### src/hdl/pll_holdover_defs.svh
// Offsets, field positions and reset values of the holdover control and status bank.
// Assumes inclusion by bare name from the register bank module.
`ifndef PLL_HOLDOVER_DEFS_SVH
`define PLL_HOLDOVER_DEFS_SVH
`define HOLDOVER_CONTROL_ADDR 8'h1d
`define STATUS_READBACK_ADDR 8'h1f
`define CTRL_HOLD_EN_A_BIT 0
`define CTRL_EXT_HOLD_BIT 1
`define CTRL_HOLD_EN_B_BIT 2
`define CTRL_LOCK_CMP_EN_BIT 3
`define CTRL_STATUS_DIS_BIT 4
`define CTRL_RESET_VALUE 8'h00
`define CTRL_WRITE_MASK 8'h1f
`define STAT_LOCK_BIT 0
`define STAT_PRI_THR_BIT 1
`define STAT_SEC_THR_BIT 2
`define STAT_VCO_THR_BIT 3
`define STAT_SEC_SEL_BIT 4
`define STAT_HOLD_ACT_BIT 5
`define STAT_CAL_DONE_BIT 6
`endif

### src/hdl/pll_holdover_pkg.sv
// Types used by the holdover register bank.
// Assumes the defs header is on the include path.
package pll_holdover_pkg;
  typedef struct packed {
    logic cal_done;
    logic holdover_active;
    logic secondary_selected;
    logic vco_above;
    logic secondary_above;
    logic primary_above;
    logic digital_lock_indication;
  } pll_status_t;
  typedef struct packed {
    logic lock_cmp_en;
    logic ext_hold;
    logic holdover_enabled;
  } hold_ctrl_t;
  typedef enum logic [1:0] {IDLE, WRITE, READ} bus_state_t;
endpackage : pll_holdover_pkg

### src/hdl/pin_sync.sv
// Two-stage synchroniser for a group of asynchronous status pins.
// Assumes one clock and an asynchronous active-high reset.
`timescale 1ns/1ps
module pin_sync #(
  parameter int WIDTH = 9
) (
  input wire logic core_clk_i,
  input wire logic rst_i,
  input wire logic [WIDTH-1:0] async_i,
  output logic [WIDTH-1:0] sync_o
);
  logic [WIDTH-1:0] stage1;
  always_ff @(posedge core_clk_i or posedge rst_i) begin
    if (rst_i) begin
      stage1 <= '0;
      sync_o <= '0;
    end else begin
      stage1 <= async_i;
      sync_o <= stage1;
    end
  end
endmodule : pin_sync

### src/hdl/pll_holdover_status_regs.sv
// Holdover control register and PLL status readback register.
// Assumes a byte-wide register port on core_clk_i; status inputs come from pins.
`timescale 1ns/1ps
`include "pll_holdover_defs.svh"
module pll_holdover_status_regs
  import pll_holdover_pkg::*;
(
  input wire logic core_clk_i,
  input wire logic rst_i,
  input wire logic [7:0] reg_addr_i,
  input wire logic [7:0] reg_wdata_i,
  input wire logic reg_wr_i,
  input wire logic reg_rd_i,
  output logic [7:0] reg_rdata_o,
  output logic reg_rvalid_o,
  input wire logic lock_indicator_pin_i,
  input wire logic hold_request_n_i,
  input wire logic cal_done_i,
  input wire logic holdover_state_i,
  input wire logic secondary_selected_i,
  input wire logic vco_above_i,
  input wire logic secondary_above_i,
  input wire logic primary_above_i,
  input wire logic digital_lock_indication_i,
  output logic lock_cmp_enable_o,
  output logic auto_lock_seen_o,
  output logic holdover_enabled_o,
  output logic auto_holdover_mode_o,
  output logic external_hold_o,
  output logic reference_monitor_pin_o
);
  // ****************************************
  // Pin synchronisation
  // ****************************************
  logic [8:0] pins_async;
  logic [8:0] pins;
  pll_status_t status;
  logic lock_pin;
  logic hold_req_n;
  assign pins_async = {lock_indicator_pin_i, hold_request_n_i, cal_done_i, holdover_state_i,
                       secondary_selected_i, vco_above_i, secondary_above_i,
                       primary_above_i, digital_lock_indication_i};
  pin_sync #(.WIDTH(9)) u_sync (
    .core_clk_i(core_clk_i),
    .rst_i(rst_i),
    .async_i(pins_async),
    .sync_o(pins)
  );
  assign lock_pin = pins[8];
  assign hold_req_n = pins[7];
  assign status = pll_status_t'(pins[6:0]);

  // ****************************************
  // Register port
  // ****************************************
  logic [7:0] ctrl;
  hold_ctrl_t hc;

  function automatic logic hit(input logic [7:0] a, input logic [7:0] ref_addr);
    hit = (a == ref_addr);
  endfunction : hit

  // Decoded strobes; wr_ctrl feeds the control register, the others serve only the checks
  logic wr_ctrl;
  logic wr_status;
  logic rd_ctrl;
  logic rd_status;
  logic rd_other;
  logic status_seen;
  assign wr_ctrl = reg_wr_i & hit(reg_addr_i, `HOLDOVER_CONTROL_ADDR);
  assign wr_status = reg_wr_i & hit(reg_addr_i, `STATUS_READBACK_ADDR);
  assign rd_ctrl = reg_rd_i & hit(reg_addr_i, `HOLDOVER_CONTROL_ADDR);
  assign rd_status = reg_rd_i & hit(reg_addr_i, `STATUS_READBACK_ADDR);
  assign rd_other = reg_rd_i & ~rd_ctrl & ~rd_status;
  assign status_seen = rd_status & ~ctrl[`CTRL_STATUS_DIS_BIT];

  always_ff @(posedge core_clk_i or posedge rst_i) begin
    if (rst_i) begin
      ctrl <= `CTRL_RESET_VALUE;
    end else if (wr_ctrl) begin
      ctrl <= reg_wdata_i & `CTRL_WRITE_MASK;
    end
  end

  // Writes to the readback address fall through here untouched
  always_ff @(posedge core_clk_i or posedge rst_i) begin
    if (rst_i) begin
      reg_rdata_o <= 8'h00;
      reg_rvalid_o <= 1'b0;
    end else begin
      reg_rvalid_o <= reg_rd_i;
      if (reg_rd_i && hit(reg_addr_i, `HOLDOVER_CONTROL_ADDR)) begin
        reg_rdata_o <= ctrl;
      end else if (reg_rd_i && hit(reg_addr_i, `STATUS_READBACK_ADDR)) begin
        // Status disable bit freezes readback at zero
        reg_rdata_o <= ctrl[`CTRL_STATUS_DIS_BIT] ? 8'h00 : {1'b0, status};
      end else if (reg_rd_i) begin
        reg_rdata_o <= 8'h00;
      end
    end
  end

  // ****************************************
  // Holdover control
  // ****************************************
  assign hc.lock_cmp_en = ctrl[`CTRL_LOCK_CMP_EN_BIT];
  assign hc.ext_hold = ctrl[`CTRL_EXT_HOLD_BIT];
  assign hc.holdover_enabled = ctrl[`CTRL_HOLD_EN_B_BIT] & ctrl[`CTRL_HOLD_EN_A_BIT];

  always_ff @(posedge core_clk_i or posedge rst_i) begin
    if (rst_i) begin
      lock_cmp_enable_o <= 1'b0;
      auto_lock_seen_o <= 1'b1;
      holdover_enabled_o <= 1'b0;
      auto_holdover_mode_o <= 1'b0;
      external_hold_o <= 1'b0;
      reference_monitor_pin_o <= 1'b0;
    end else begin
      lock_cmp_enable_o <= hc.lock_cmp_en;
      // Disabled comparator reads as locked so auto holdover is never blocked
      auto_lock_seen_o <= hc.lock_cmp_en ? lock_pin : 1'b1;
      holdover_enabled_o <= hc.holdover_enabled;
      auto_holdover_mode_o <= hc.holdover_enabled & ~hc.ext_hold;
      external_hold_o <= hc.holdover_enabled & hc.ext_hold & ~hold_req_n;
      reference_monitor_pin_o <= hc.lock_cmp_en & lock_pin;
    end
  end

  // ****************************************
  // Checks
  // ****************************************
  chk_cmp_follow: assert property (@(posedge core_clk_i) disable iff (rst_i)
    ##1 lock_cmp_enable_o == $past(ctrl[`CTRL_LOCK_CMP_EN_BIT]))
    else $error("comparator enable wrong");
  chk_cmp_off_high: assert property (@(posedge core_clk_i) disable iff (rst_i)
    !ctrl[`CTRL_LOCK_CMP_EN_BIT] |=> auto_lock_seen_o)
    else $error("lock seen not high");
  chk_cmp_on_pin: assert property (@(posedge core_clk_i) disable iff (rst_i)
    ctrl[`CTRL_LOCK_CMP_EN_BIT] |=> auto_lock_seen_o == $past(lock_pin))
    else $error("lock seen mismatch");
  chk_hold_enable: assert property (@(posedge core_clk_i) disable iff (rst_i)
    !(ctrl[`CTRL_HOLD_EN_A_BIT] && ctrl[`CTRL_HOLD_EN_B_BIT]) |=>
      !holdover_enabled_o && !auto_holdover_mode_o && !external_hold_o)
    else $error("holdover enabled wrongly");
  chk_hold_on: assert property (@(posedge core_clk_i) disable iff (rst_i)
    (ctrl[`CTRL_HOLD_EN_A_BIT] && ctrl[`CTRL_HOLD_EN_B_BIT]) |=> holdover_enabled_o)
    else $error("holdover not enabled");
  chk_ext_mode: assert property (@(posedge core_clk_i) disable iff (rst_i)
    ctrl[`CTRL_EXT_HOLD_BIT] |=> !auto_holdover_mode_o)
    else $error("auto mode in external");
  chk_auto_mode: assert property (@(posedge core_clk_i) disable iff (rst_i)
    (ctrl[2:0] == 3'b101) |=> auto_holdover_mode_o && !external_hold_o)
    else $error("auto mode missing");
  chk_ext_follow: assert property (@(posedge core_clk_i) disable iff (rst_i)
    (ctrl[2:0] == 3'b111) |=> external_hold_o == !$past(hold_req_n))
    else $error("external hold mismatch");

  // ****************************************
  // Checks: readback and monitor pin
  // ****************************************
  chk_read_live: assert property (@(posedge core_clk_i) disable iff (rst_i)
    status_seen |=> reg_rdata_o == {1'b0, $past(pins[6:0])})
    else $error("status readback wrong");
  chk_cal_bit: assert property (@(posedge core_clk_i) disable iff (rst_i)
    status_seen |=> reg_rdata_o[`STAT_CAL_DONE_BIT] == $past(pins[6]))
    else $error("calibration bit wrong");
  chk_hold_bit: assert property (@(posedge core_clk_i) disable iff (rst_i)
    status_seen |=> reg_rdata_o[`STAT_HOLD_ACT_BIT] == $past(pins[5]))
    else $error("holdover active bit wrong");
  chk_ref_select: assert property (@(posedge core_clk_i) disable iff (rst_i)
    status_seen |=> reg_rdata_o[`STAT_SEC_SEL_BIT] == $past(pins[4]))
    else $error("reference select bit wrong");
  chk_vco_bit: assert property (@(posedge core_clk_i) disable iff (rst_i)
    status_seen |=> reg_rdata_o[`STAT_VCO_THR_BIT] == $past(pins[3]))
    else $error("vco threshold bit wrong");
  chk_sec_bit: assert property (@(posedge core_clk_i) disable iff (rst_i)
    status_seen |=> reg_rdata_o[`STAT_SEC_THR_BIT] == $past(pins[2]))
    else $error("secondary threshold bit wrong");
  chk_pri_bit: assert property (@(posedge core_clk_i) disable iff (rst_i)
    status_seen |=> reg_rdata_o[`STAT_PRI_THR_BIT] == $past(pins[1]))
    else $error("primary threshold bit wrong");
  chk_lock_bit: assert property (@(posedge core_clk_i) disable iff (rst_i)
    status_seen |=> reg_rdata_o[`STAT_LOCK_BIT] == $past(pins[0]))
    else $error("lock bit wrong");
  chk_status_off: assert property (@(posedge core_clk_i) disable iff (rst_i)
    (rd_status && ctrl[`CTRL_STATUS_DIS_BIT]) |=> reg_rdata_o == 8'h00)
    else $error("disabled readback not zero");
  chk_unmapped_zero: assert property (@(posedge core_clk_i) disable iff (rst_i)
    rd_other |=> reg_rdata_o == 8'h00)
    else $error("unmapped read not zero");
  chk_ro_write: assert property (@(posedge core_clk_i) disable iff (rst_i)
    wr_status |=> $stable(ctrl))
    else $error("readback write took");
  chk_monitor: assert property (@(posedge core_clk_i) disable iff (rst_i)
    ##1 reference_monitor_pin_o == $past(ctrl[`CTRL_LOCK_CMP_EN_BIT] & lock_pin))
    else $error("monitor wrong");

  // ****************************************
  // Cover points
  // ****************************************
  cov_auto: cover property (@(posedge core_clk_i) disable iff (rst_i) auto_holdover_mode_o);
  cov_ext: cover property (@(posedge core_clk_i) disable iff (rst_i) external_hold_o);
  cov_read: cover property (@(posedge core_clk_i) disable iff (rst_i) status_seen);
  cov_status_off: cover property (@(posedge core_clk_i) disable iff (rst_i)
    rd_status && ctrl[`CTRL_STATUS_DIS_BIT]);
  cov_cmp_low: cover property (@(posedge core_clk_i) disable iff (rst_i)
    lock_cmp_enable_o && !auto_lock_seen_o);
endmodule : pll_holdover_status_regs

### config.mk
export PLATFORM = sky130hd
export DESIGN_NAME = pll_holdover_status_regs
export DESIGN_NICKNAME = d
export VERILOG_FILES = /design/src/hdl/pll_holdover_pkg.sv /design/src/hdl/pin_sync.sv /design/src/hdl/pll_holdover_status_regs.sv
export VERILOG_INCLUDE_DIRS = /design/src /design/src/hdl
export SDC_FILE = /design/constraint.sdc
export NUM_CORES = 1
export LEC_CHECK = 0
export ABC_AREA = 1
export BUFFER_PORTS_ARGS = -buffer_cell sky130_fd_sc_hd__buf_2
export CORE_MARGIN = 8
export CORE_UTILIZATION = 54
export CTS_BUF_LIST = sky130_fd_sc_hd__clkbuf_4
export DETAILED_ROUTE_END_ITERATION = 8
export PLACE_DENSITY = 0.91
export RECOVER_POWER = 25
export SLEW_MARGIN = 20
export SYNTH_ARGS = -nofsm -noshare
export SYNTH_HDL_FRONTEND = slang
export SYNTH_SLANG_ARGS = --single-unit
### constraint.sdc
create_clock -name core_clk_i -period 3.1 [get_ports core_clk_i]
set_input_delay 0.62 -clock core_clk_i [delete_from_list [all_inputs] [get_ports core_clk_i]]
set_output_delay 0.62 -clock core_clk_i [all_outputs]
set_load 0.01 [all_outputs]
==> results.yml, run 1 <==
cts:
  cts_tree: "built"
  cts.sinks: 37
  numCtsBuffers: 5
  cts_resized: 0
  clkLatencyLatePin_ps: 350
  path_clk_slew_ps: 100
  root_buffer: "clkbuf_4"
  hold_buffers: 0
  post_cts_buffers: 0
  ctsLongestPathBuffers: 2
  cts_max_level: 2
synthesis:
  synth_cell_types: 16
  netlist_area_um2: 1340
  syn_area_per_cell_um2: 11.2
  yosys.area.top_type: "dfrtp_1"
  synth-async-reset-ratio_pct: 100
  syn-num-nets: 148
  synth.top_cell.area_share_pct: 67.4
  synth_edf_count: 0
  ys_top_cells_by_count: "dfrtp_1, nand2_1, inv_1"
  synth_cells: 119
  synth_area_leaders: "dfrtp_1, nand2_1, inv_1, nand4_1, o21ai_1"
  ys_warn_count: 0
  synth_most_common_cell: "dfrtp_1"
  ys_ff_latch: 37
  seq_area_frac_synth_pct: 69.3
  ys.flop_type: "dfrtp_1"
sta:
  setup_tns_ps: 0
  finalHoldViolations: 0
  clock_skew_ps: 14.1
  final.min_clock_period_ps: 1610
  layout_setup_ws_ps: 1490
  min_period_over_period_pct: 51.8
  setup_viol: 0
  final-max-slew-violation-count: 0
  fmaxAchievable_mhz: 623
  rsz0062_at_grt: "no"
setup_path:
  worstPathCellList: "buf_2"
  critical_path.top_delay_family: "flip-flops"
  slowest_delay_ps: 530
  cp_num_cells: 1
  regToRegSetupSlack_ps: 2210
  crit_path_end_kind: "primary output"
  reg2reg_to: "reg_rdata_o[0]"
  startpoint: "auto_lock_seen_o"
  path_max_fanout: 1
  crit_path_start_kind: "flop"
  crit_buf_inv: 1
  worstPathRequired_ps: 2480
  crit_type: "reg2out"
  rr_worst_depth: 3
  crit_end: "auto_lock_seen_o"
  crit_path_top_delay_cell: "dfstp_2"
  crit_arrival_ps: 990
  r2r_start: "ctrl[4]"
layout:
  final_net_count: 191
  drive_gt1_share_pct: 33.1
  n_antenna_cell: 0
  syn_to_final_growth_pct: 20.0
  fin_area_um2: 1610
  fill_cells: 166
detailed_routing:
  drtPass1Iterations: 4
  wl_um: 2490
  vias: 935
  drc_errors: 0
  drt_iter0_markers: 15
  avgViaCountPerCell: 4.84
  ant_nets: 0
  wl_per_cell_um: 12.9
power_and_ir_drop:
  power.leakage_nw: 0.902
  vdd_drop_max_uv: 446
  cellPowerDensity_nw_per_um2: 497
grt:
  first_global_vias: 999
  overflow: 0
  top_usage_layer: "met2"
  grt_util_met3_pct: 7.12
  use_met2_pct: 22.7
  grt_max_degree: 38
  grt_pass1_wl_um: 4350
  met1_usage_pct: 12.3
  track_usage_pct: 13.7
  antenna_found_initial: 0
worst_hold_path:
  hold_path_class: "in2async"
floorplanning:
  core_area_um2: 2410
  die_area_um2: 4330
  start_util_pct: 55.5
  ios: 44
  die_y_um: 65.8
  num_rows: 18
  fp.dieW_um: 65.8
run:
  drv_cap: 0
place:
  place_hpwl_um: 1910
  portBuffers: 39
  place_congestion: 0.741
  placed_area_um2: 1550
  dpl_worst_slack_ps: 1510
outcome:
  status: "finished clean"
-- layer usage --
layer | vias up | part of all wire, %
li1 | 453 | -
met1 | 433 | 35
met2 | 39 | 51
met3 | 10 | 9.7
met4 | 0 | 4.4
met5 | - | 0
-- cell families (layout without fill, tap and decap cells) --
kind of cell           after synthesis  count (layout)  share of synthesized area [%]
and+or+nand+nor                     50              50                           20.2
DFF                                 37              37                           69.3
buffers and inverters               24              68                           7.58
AOI/OAI and AO/OA                    7               7                           2.62
other                                1               1                          0.280
-- state kept, by name, summed over array words and instances (netlist names), 5 cells and up --
name and cells:
reg_rdata_o 7, u_sync.stage1 9, ctrl 5, u_sync.sync_o 9
-- worst min path at each step --
stage / start / end / slack (ps) / cells after the start
final: rst_i / u_sync.stage1[4] / 340 / 3
after global routing: vco_above_i / u_sync.stage1[3] / 340 / 1
after CTS: rst_i / u_sync.stage1[4] / 340 / 3
after detailed placement: u_sync.stage1[3] / u_sync.sync_o[3] / 330 / 0
after global placement: u_sync.stage1[8] / u_sync.sync_o[8] / 330 / 0
after floorplan: u_sync.stage1[0] / u_sync.sync_o[0] / 330 / 0
-- layout make-up --
class,instances,area (um2),area share (%)
clock inverter,3,17.5,1.09
tap,30,37.5,2.34
sequential,37,927,57.8
timing repair buffer,40,201,12.5
multi-input combinational,58,309,19.3
clock buffer,5,37.5,2.34
inverter,20,75.1,4.68
-- through the flow --
step / hold WS (ps) / std cells / power (mW) / utilization [%]
after floorplan: 331 / 119 / 0.546 / -
after global placement: 331 / 185 / 0.566 / 64.4
after detailed placement: 335 / 185 / 0.571 / 64.4
after CTS: 344 / 193 / 0.808 / 66.7
after global routing: 338 / 193 / 0.842 / 66.6
final: 343 / 193 / 0.797 / 66.6
-- power breakdown --
group          internal [mW]  switching, mW  total, mW
registers              0.500        0.00796      0.508
clock network         0.0853          0.152      0.237
logic                 0.0202         0.0322     0.0524
total                  0.605          0.192      0.797
-- placed cells by master, fill, tap and decap left out, drive strengths merged --
master,count
nand4,10
buf,39
clkinv,2
nor2,10
dfrtp,36
clkbuf,6
clkinvlp,1
o21ai,7
dfstp,1
inv,20
nand2,23
nand3,7
conb,1
(Power assumes the default switching activity.)
==> run 2, diff against run 1 <==
CORE_ASPECT_RATIO = 2   (was not set)
CORE_UTILIZATION = 46   (was 54)
PLACE_DENSITY = 0.84   (was 0.91)
clock period = 1.4 ns   (was 3.1 ns; I/O delays follow)
==> run 2 against run 1 <==
  * Sequential share of layout area fell by 0.76 points
  * Register-to-register slack got worse by 1700 ps
  * Sequential cell count did not move
  * Via count fell by 1.6%
  * Clock skew fell by 2.4 ps
  * Cell count did not move
  * Clock power rose by 120%
  * First-iteration DRC count fell by 20%
  * Combinational power rose by 130%
  * Non-clock buffer count rose by 1
  * Global-route usage fell by 2.3 points
  * Critical endpoint unchanged
  * Largest power group unchanged
==> results.yml, run 2 (same netlist as run 1, synthesis figures left out) <==
power_and_ir_drop:
  vdd_drop_max_uv: 879
  total_power_mw: 1.77
  cellPowerDensity_nw_per_um2: 1090
  power.leakage_nw: 0.913
grt:
  grt_max_degree: 34
  track_usage_pct: 11.4
  antenna_found_initial: 0
  overflow: 0
  grt_pass1_wl_um: 4260
  first_global_vias: 987
cts:
  cts_tree: "built"
  post_cts_buffers: 0
  ctsLongestPathBuffers: 2
  cts.sinks: 37
  cts_max_level: 2
  clkLatencyLatePin_ps: 330
  numCtsBuffers: 5
  root_buffer: "clkbuf_4"
  path_clk_slew_ps: 110
layout:
  drive_gt1_share_pct: 32.3
  final_net_count: 192
  final_cell_mix: "buf_2, dfrtp_1, nand2_1"
  reg_top3: "u_sync.stage1 x9, u_sync.sync_o x9, reg_rdata_o x7"
  fin_area_um2: 1630
  fill_cells: 235
  syn_to_final_growth_pct: 21.6
  n_antenna_cell: 0
  mostFrequentLayoutCell: "buf_2"
setup_path:
  crit_path_top_delay_cell: "dfstp_2"
  crit_arrival_ps: 980
  worstPathCellList: "buf_2"
  crit_type: "reg2out"
  path_max_fanout: 1
  slowest_delay_ps: 530
  crit_path_start_kind: "flop"
  crit_path_end_kind: "primary output"
  worstPathRequired_ps: 1120
  crit_buf_inv: 1
  critical_path.top_delay_family: "flip-flops"
place:
  place_hpwl_um: 1970
  place_congestion: 0.722
  placed_area_um2: 1560
  portBuffers: 39
  dpl_worst_slack_ps: 161
sta:
  slew_headroom_pct: 64.8
  rsz0062_at_grt: "no"
  min_period_over_period_pct: 89.8
  fmaxAchievable_mhz: 796
  clock_skew_ps: 11.7
  final-max-slew-violation-count: 0
  setup_viol: 0
  setup_tns_ps: 0
  finalHoldViolations: 0
  worstMarginPinSlew_ps: 528
  layout_setup_ws_ps: 143
  final.min_clock_period_ps: 1260
floorplanning:
  fp.dieW_um: 54.1
  core_area_um2: 2770
  ios: 44
  die_y_um: 92.3
  die_area_um2: 4990
  num_rows: 27
  start_util_pct: 48.3
run:
  drv_cap: 0
detailed_routing:
  drc_errors: 0
  drt_iter0_markers: 12
  vias: 920
  wl_um: 2470
  avgViaCountPerCell: 4.77
  ant_nets: 0
  wl_per_cell_um: 12.8
  drtPass1Iterations: 4
worst_hold_path:
  hold_path_class: "in2reg"
outcome:
  status: "finished clean"
run 2: cell types whose count changed in the layout (fill, tap and decap cells not counted), sizes merged:
cell / before / now
clkinv: 2 / 3
clkinvlp: 1 / 0
dlygate4sd3: 0 / 1
run 2: worst register-to-register path, cell delays in order (launching register included):
cell	delay (ps)
dfrtp_1	480
nor2_1	140
nand4_1	110
nand3_1	120
run 2: metal layers:
layer	vias up	global-route usage [%]	share of wire, %
li1	456	-	-
met1	425	10.8	33
met2	34	19.0	55
met3	5	4.53	9.1
met4	0	7.23	2.6
met5	-	0	0
run 2: final timing paths:
| path | start | end | slack, ps | depth (start not counted) |
|---|---|---|---|---|
| max in group asynchronous | rst_i | auto_lock_seen_o | 530 | 4 |
| min in group asynchronous | rst_i | u_sync.stage1[8] | 390 | 3 |
| max reg2reg | ctrl[4] | reg_rdata_o[0] | 500 | 3 |
| min | primary_above_i | u_sync.stage1[1] | 50 | 1 |
| max | auto_lock_seen_o | auto_lock_seen_o | 140 | 1 |
| min reg2reg | u_sync.stage1[7] | u_sync.sync_o[7] | 350 | 0 |
run 2: timing repair:
action                                 in CTS  in global routing
resized for setup                           0                  0
endpoints found under the hold margin       4                  0
hold buffers                                1                  0
run 2: stage by stage:
stage	util, %	instances	hold slack, ps
2_1_floorplan	-	119	311
3_3_place_gp	56.4	184	191
3_5_place_dp	56.4	184	195
4_1_cts	58.8	193	30.7
5_1_grt	58.7	193	13.1
6_report	58.7	193	47.8
run 2: area by class of cell:
cell class / instances / area (um2) / area share [%]
clock buffers: 5 / 37.5 / 2.31
multi-input cells: 58 / 309 / 19.0
clock inverters: 3 / 17.5 / 1.08
repair buffers: 41 / 224 / 13.8
flip-flops and latches: 37 / 927 / 57.0
inverters: 20 / 75.1 / 4.62
well taps: 29 / 36.3 / 2.23
run 2: where the power goes:
part	internal, mW	switching, mW
combinational	0.0503	0.0728
clock	0.190	0.333
sequential	1.11	0.0168
==> run 3, diff against run 2 <==
RECOVER_POWER = 100   (was 25)
==> run 3 against run 2 <==
  * Via count down 0.87%
  * Setup slack worse by 32 ps
  * Core utilization is 1.7 points lower
  * First-iteration DRC count is 33% lower
  * Clock skew about the same
  * Die area stayed put
  * Clock power hardly changed
  * Clock-buffer cell count did not move
  * Power is 0.50% lower
  * Non-clock buffer count stayed put
  * Sequential cell count unchanged
  * Critical path depth is the same
==> results.yml, run 3 (same netlist as run 1, synthesis figures left out) <==
setup_path:
  worstPathCellList: "clkbuf_1"
  crit_path_end_kind: "primary output"
  path_max_fanout: 1
  worstPathRequired_ps: 1120
  crit_path_top_delay_cell: "dfstp_2"
  crit_arrival_ps: 1010
  slowest_delay_ps: 530
  crit_path_start_kind: "flop"
  crit_buf_inv: 1
  critical_path.top_delay_family: "flip-flops"
  crit_type: "reg2out"
cts:
  numCtsBuffers: 5
  root_buffer: "clkbuf_4"
  ctsLongestPathBuffers: 2
  cts_resized: 0
  cts_max_level: 2
  post_cts_buffers: 0
  hold_buffers: 1
  cts_tree: "built"
  path_clk_slew_ps: 110
  clkLatencyLatePin_ps: 330
  cts.sinks: 37
power_and_ir_drop:
  p_int_mw: 1.34
  p_seq_share_pct: 63.8
  total_power_mw: 1.76
  p_clk_share_pct: 29.7
  p_sw_mw: 0.420
  cellPowerDensity_nw_per_um2: 1120
  pwr-share-comb_pct: 6.5
  swShare_pct: 23.8
  vdd_drop_max_uv: 878
  power.leakage_nw: 0.851
run:
  drv_cap: 0
sta:
  rsz0062_at_grt: "no"
  setup_viol: 0
  finalHoldViolations: 0
  fmaxAchievable_mhz: 776
  final.min_clock_period_ps: 1290
  worstMarginPinSlew_ps: 526
  final-max-slew-violation-count: 0
  clock_skew_ps: 11.4
  min_period_over_period_pct: 92.1
  setup_tns_ps: 0
  slew_headroom_pct: 64.9
detailed_routing:
  drc_errors: 0
  drt_iter0_markers: 8
  avgViaCountPerCell: 4.73
  drtPass1Iterations: 4
  wl_um: 2480
  wl_per_cell_um: 12.8
  ant_nets: 0
  vias: 912
floorplanning:
  num_rows: 27
  die_y_um: 92.3
  fp.dieW_um: 54.1
  die_area_um2: 4990
  ios: 44
  core_area_um2: 2770
  start_util_pct: 48.3
place:
  portBuffers: 39
  place_congestion: 0.722
  place_hpwl_um: 1970
layout:
  mostFrequentLayoutCell: "dfrtp_1"
  n_antenna_cell: 0
  reg_top3: "u_sync.stage1 x9, u_sync.sync_o x9, reg_rdata_o x7"
  final_cell_mix: "dfrtp_1, buf_2, nand2_1"
  finalCoreUtilization_pct: 57.0
  final_net_count: 192
  syn_to_final_growth_pct: 18.1
  fill_cells: 248
  drive_gt1_share_pct: 23.2
grt:
  overflow: 0
  grt_pass1_wl_um: 4260
  first_global_vias: 987
  grt_max_degree: 34
  antenna_found_initial: 0
  track_usage_pct: 11.4
worst_hold_path:
  hold_path_class: "in2reg"
outcome:
  status: "finished clean"
-- run 3: changes by cell type in the layout (fill, tap and decap cells not counted), sizes merged --
cell	delta
buf	-15
clkbuf	+15
-- run 3: area by class of cell --
| type | instances | area [um2] | share of cell area, % |
|---|---|---|---|
| Sequential cell | 37 | 927 | 58.7 |
| Timing Repair Buffer | 41 | 194 | 12.3 |
| Inverter | 20 | 75.1 | 4.75 |
| Multi-Input combinational cell | 58 | 292 | 18.5 |
| Tap cell | 29 | 36.3 | 2.30 |
| Clock inverter | 3 | 17.5 | 1.11 |
| Clock buffer | 5 | 37.5 | 2.38 |
-- run 3: power groups by stage --
stage	clock network (mW)	registers, mW	logic (mW)
after floorplan	0	1.14	0.0679
after global placement	0	1.14	0.117
after detailed placement	0	1.14	0.124
after CTS	0.545	1.12	0.126
after global routing	0.598	1.13	0.129
final	0.524	1.12	0.114
-- run 3: metal layers --
metal / up-vias / global-route usage, % / part of all wire, %
met2: 31 / 19.0 / 55
met5: - / 0 / 0
met4: 0 / 7.23 / 2.7
met1: 421 / 10.8 / 34
met3: 6 / 4.53 / 8.6
li1: 454 / - / -
-- run 3: final timing paths --
check / end / depth (start not counted) / start / slack [ps]
worst max register to register: reg_rdata_o[0] / 3 / ctrl[4] / 490
worst min-delay path: u_sync.stage1[1] / 1 / primary_above_i / 50
worst max-delay path: auto_lock_seen_o / 1 / auto_lock_seen_o / 110
worst min register to register: u_sync.sync_o[7] / 0 / u_sync.stage1[7] / 350
min in group asynchronous: u_sync.stage1[8] / 3 / rst_i / 370
max in group asynchronous: auto_lock_seen_o / 4 / rst_i / 340
-- run 3: stage by stage --
stage	cells	setup slack, ps	hold slack (ps)	cell area [um2]
5_1_grt	193	42.0	13.1	1580
3_5_place_dp	184	161	195	1560
2_1_floorplan	119	289	311	1340
3_3_place_gp	184	223	191	1560
6_report	193	111	46.9	1580
4_1_cts	193	121	30.7	1630
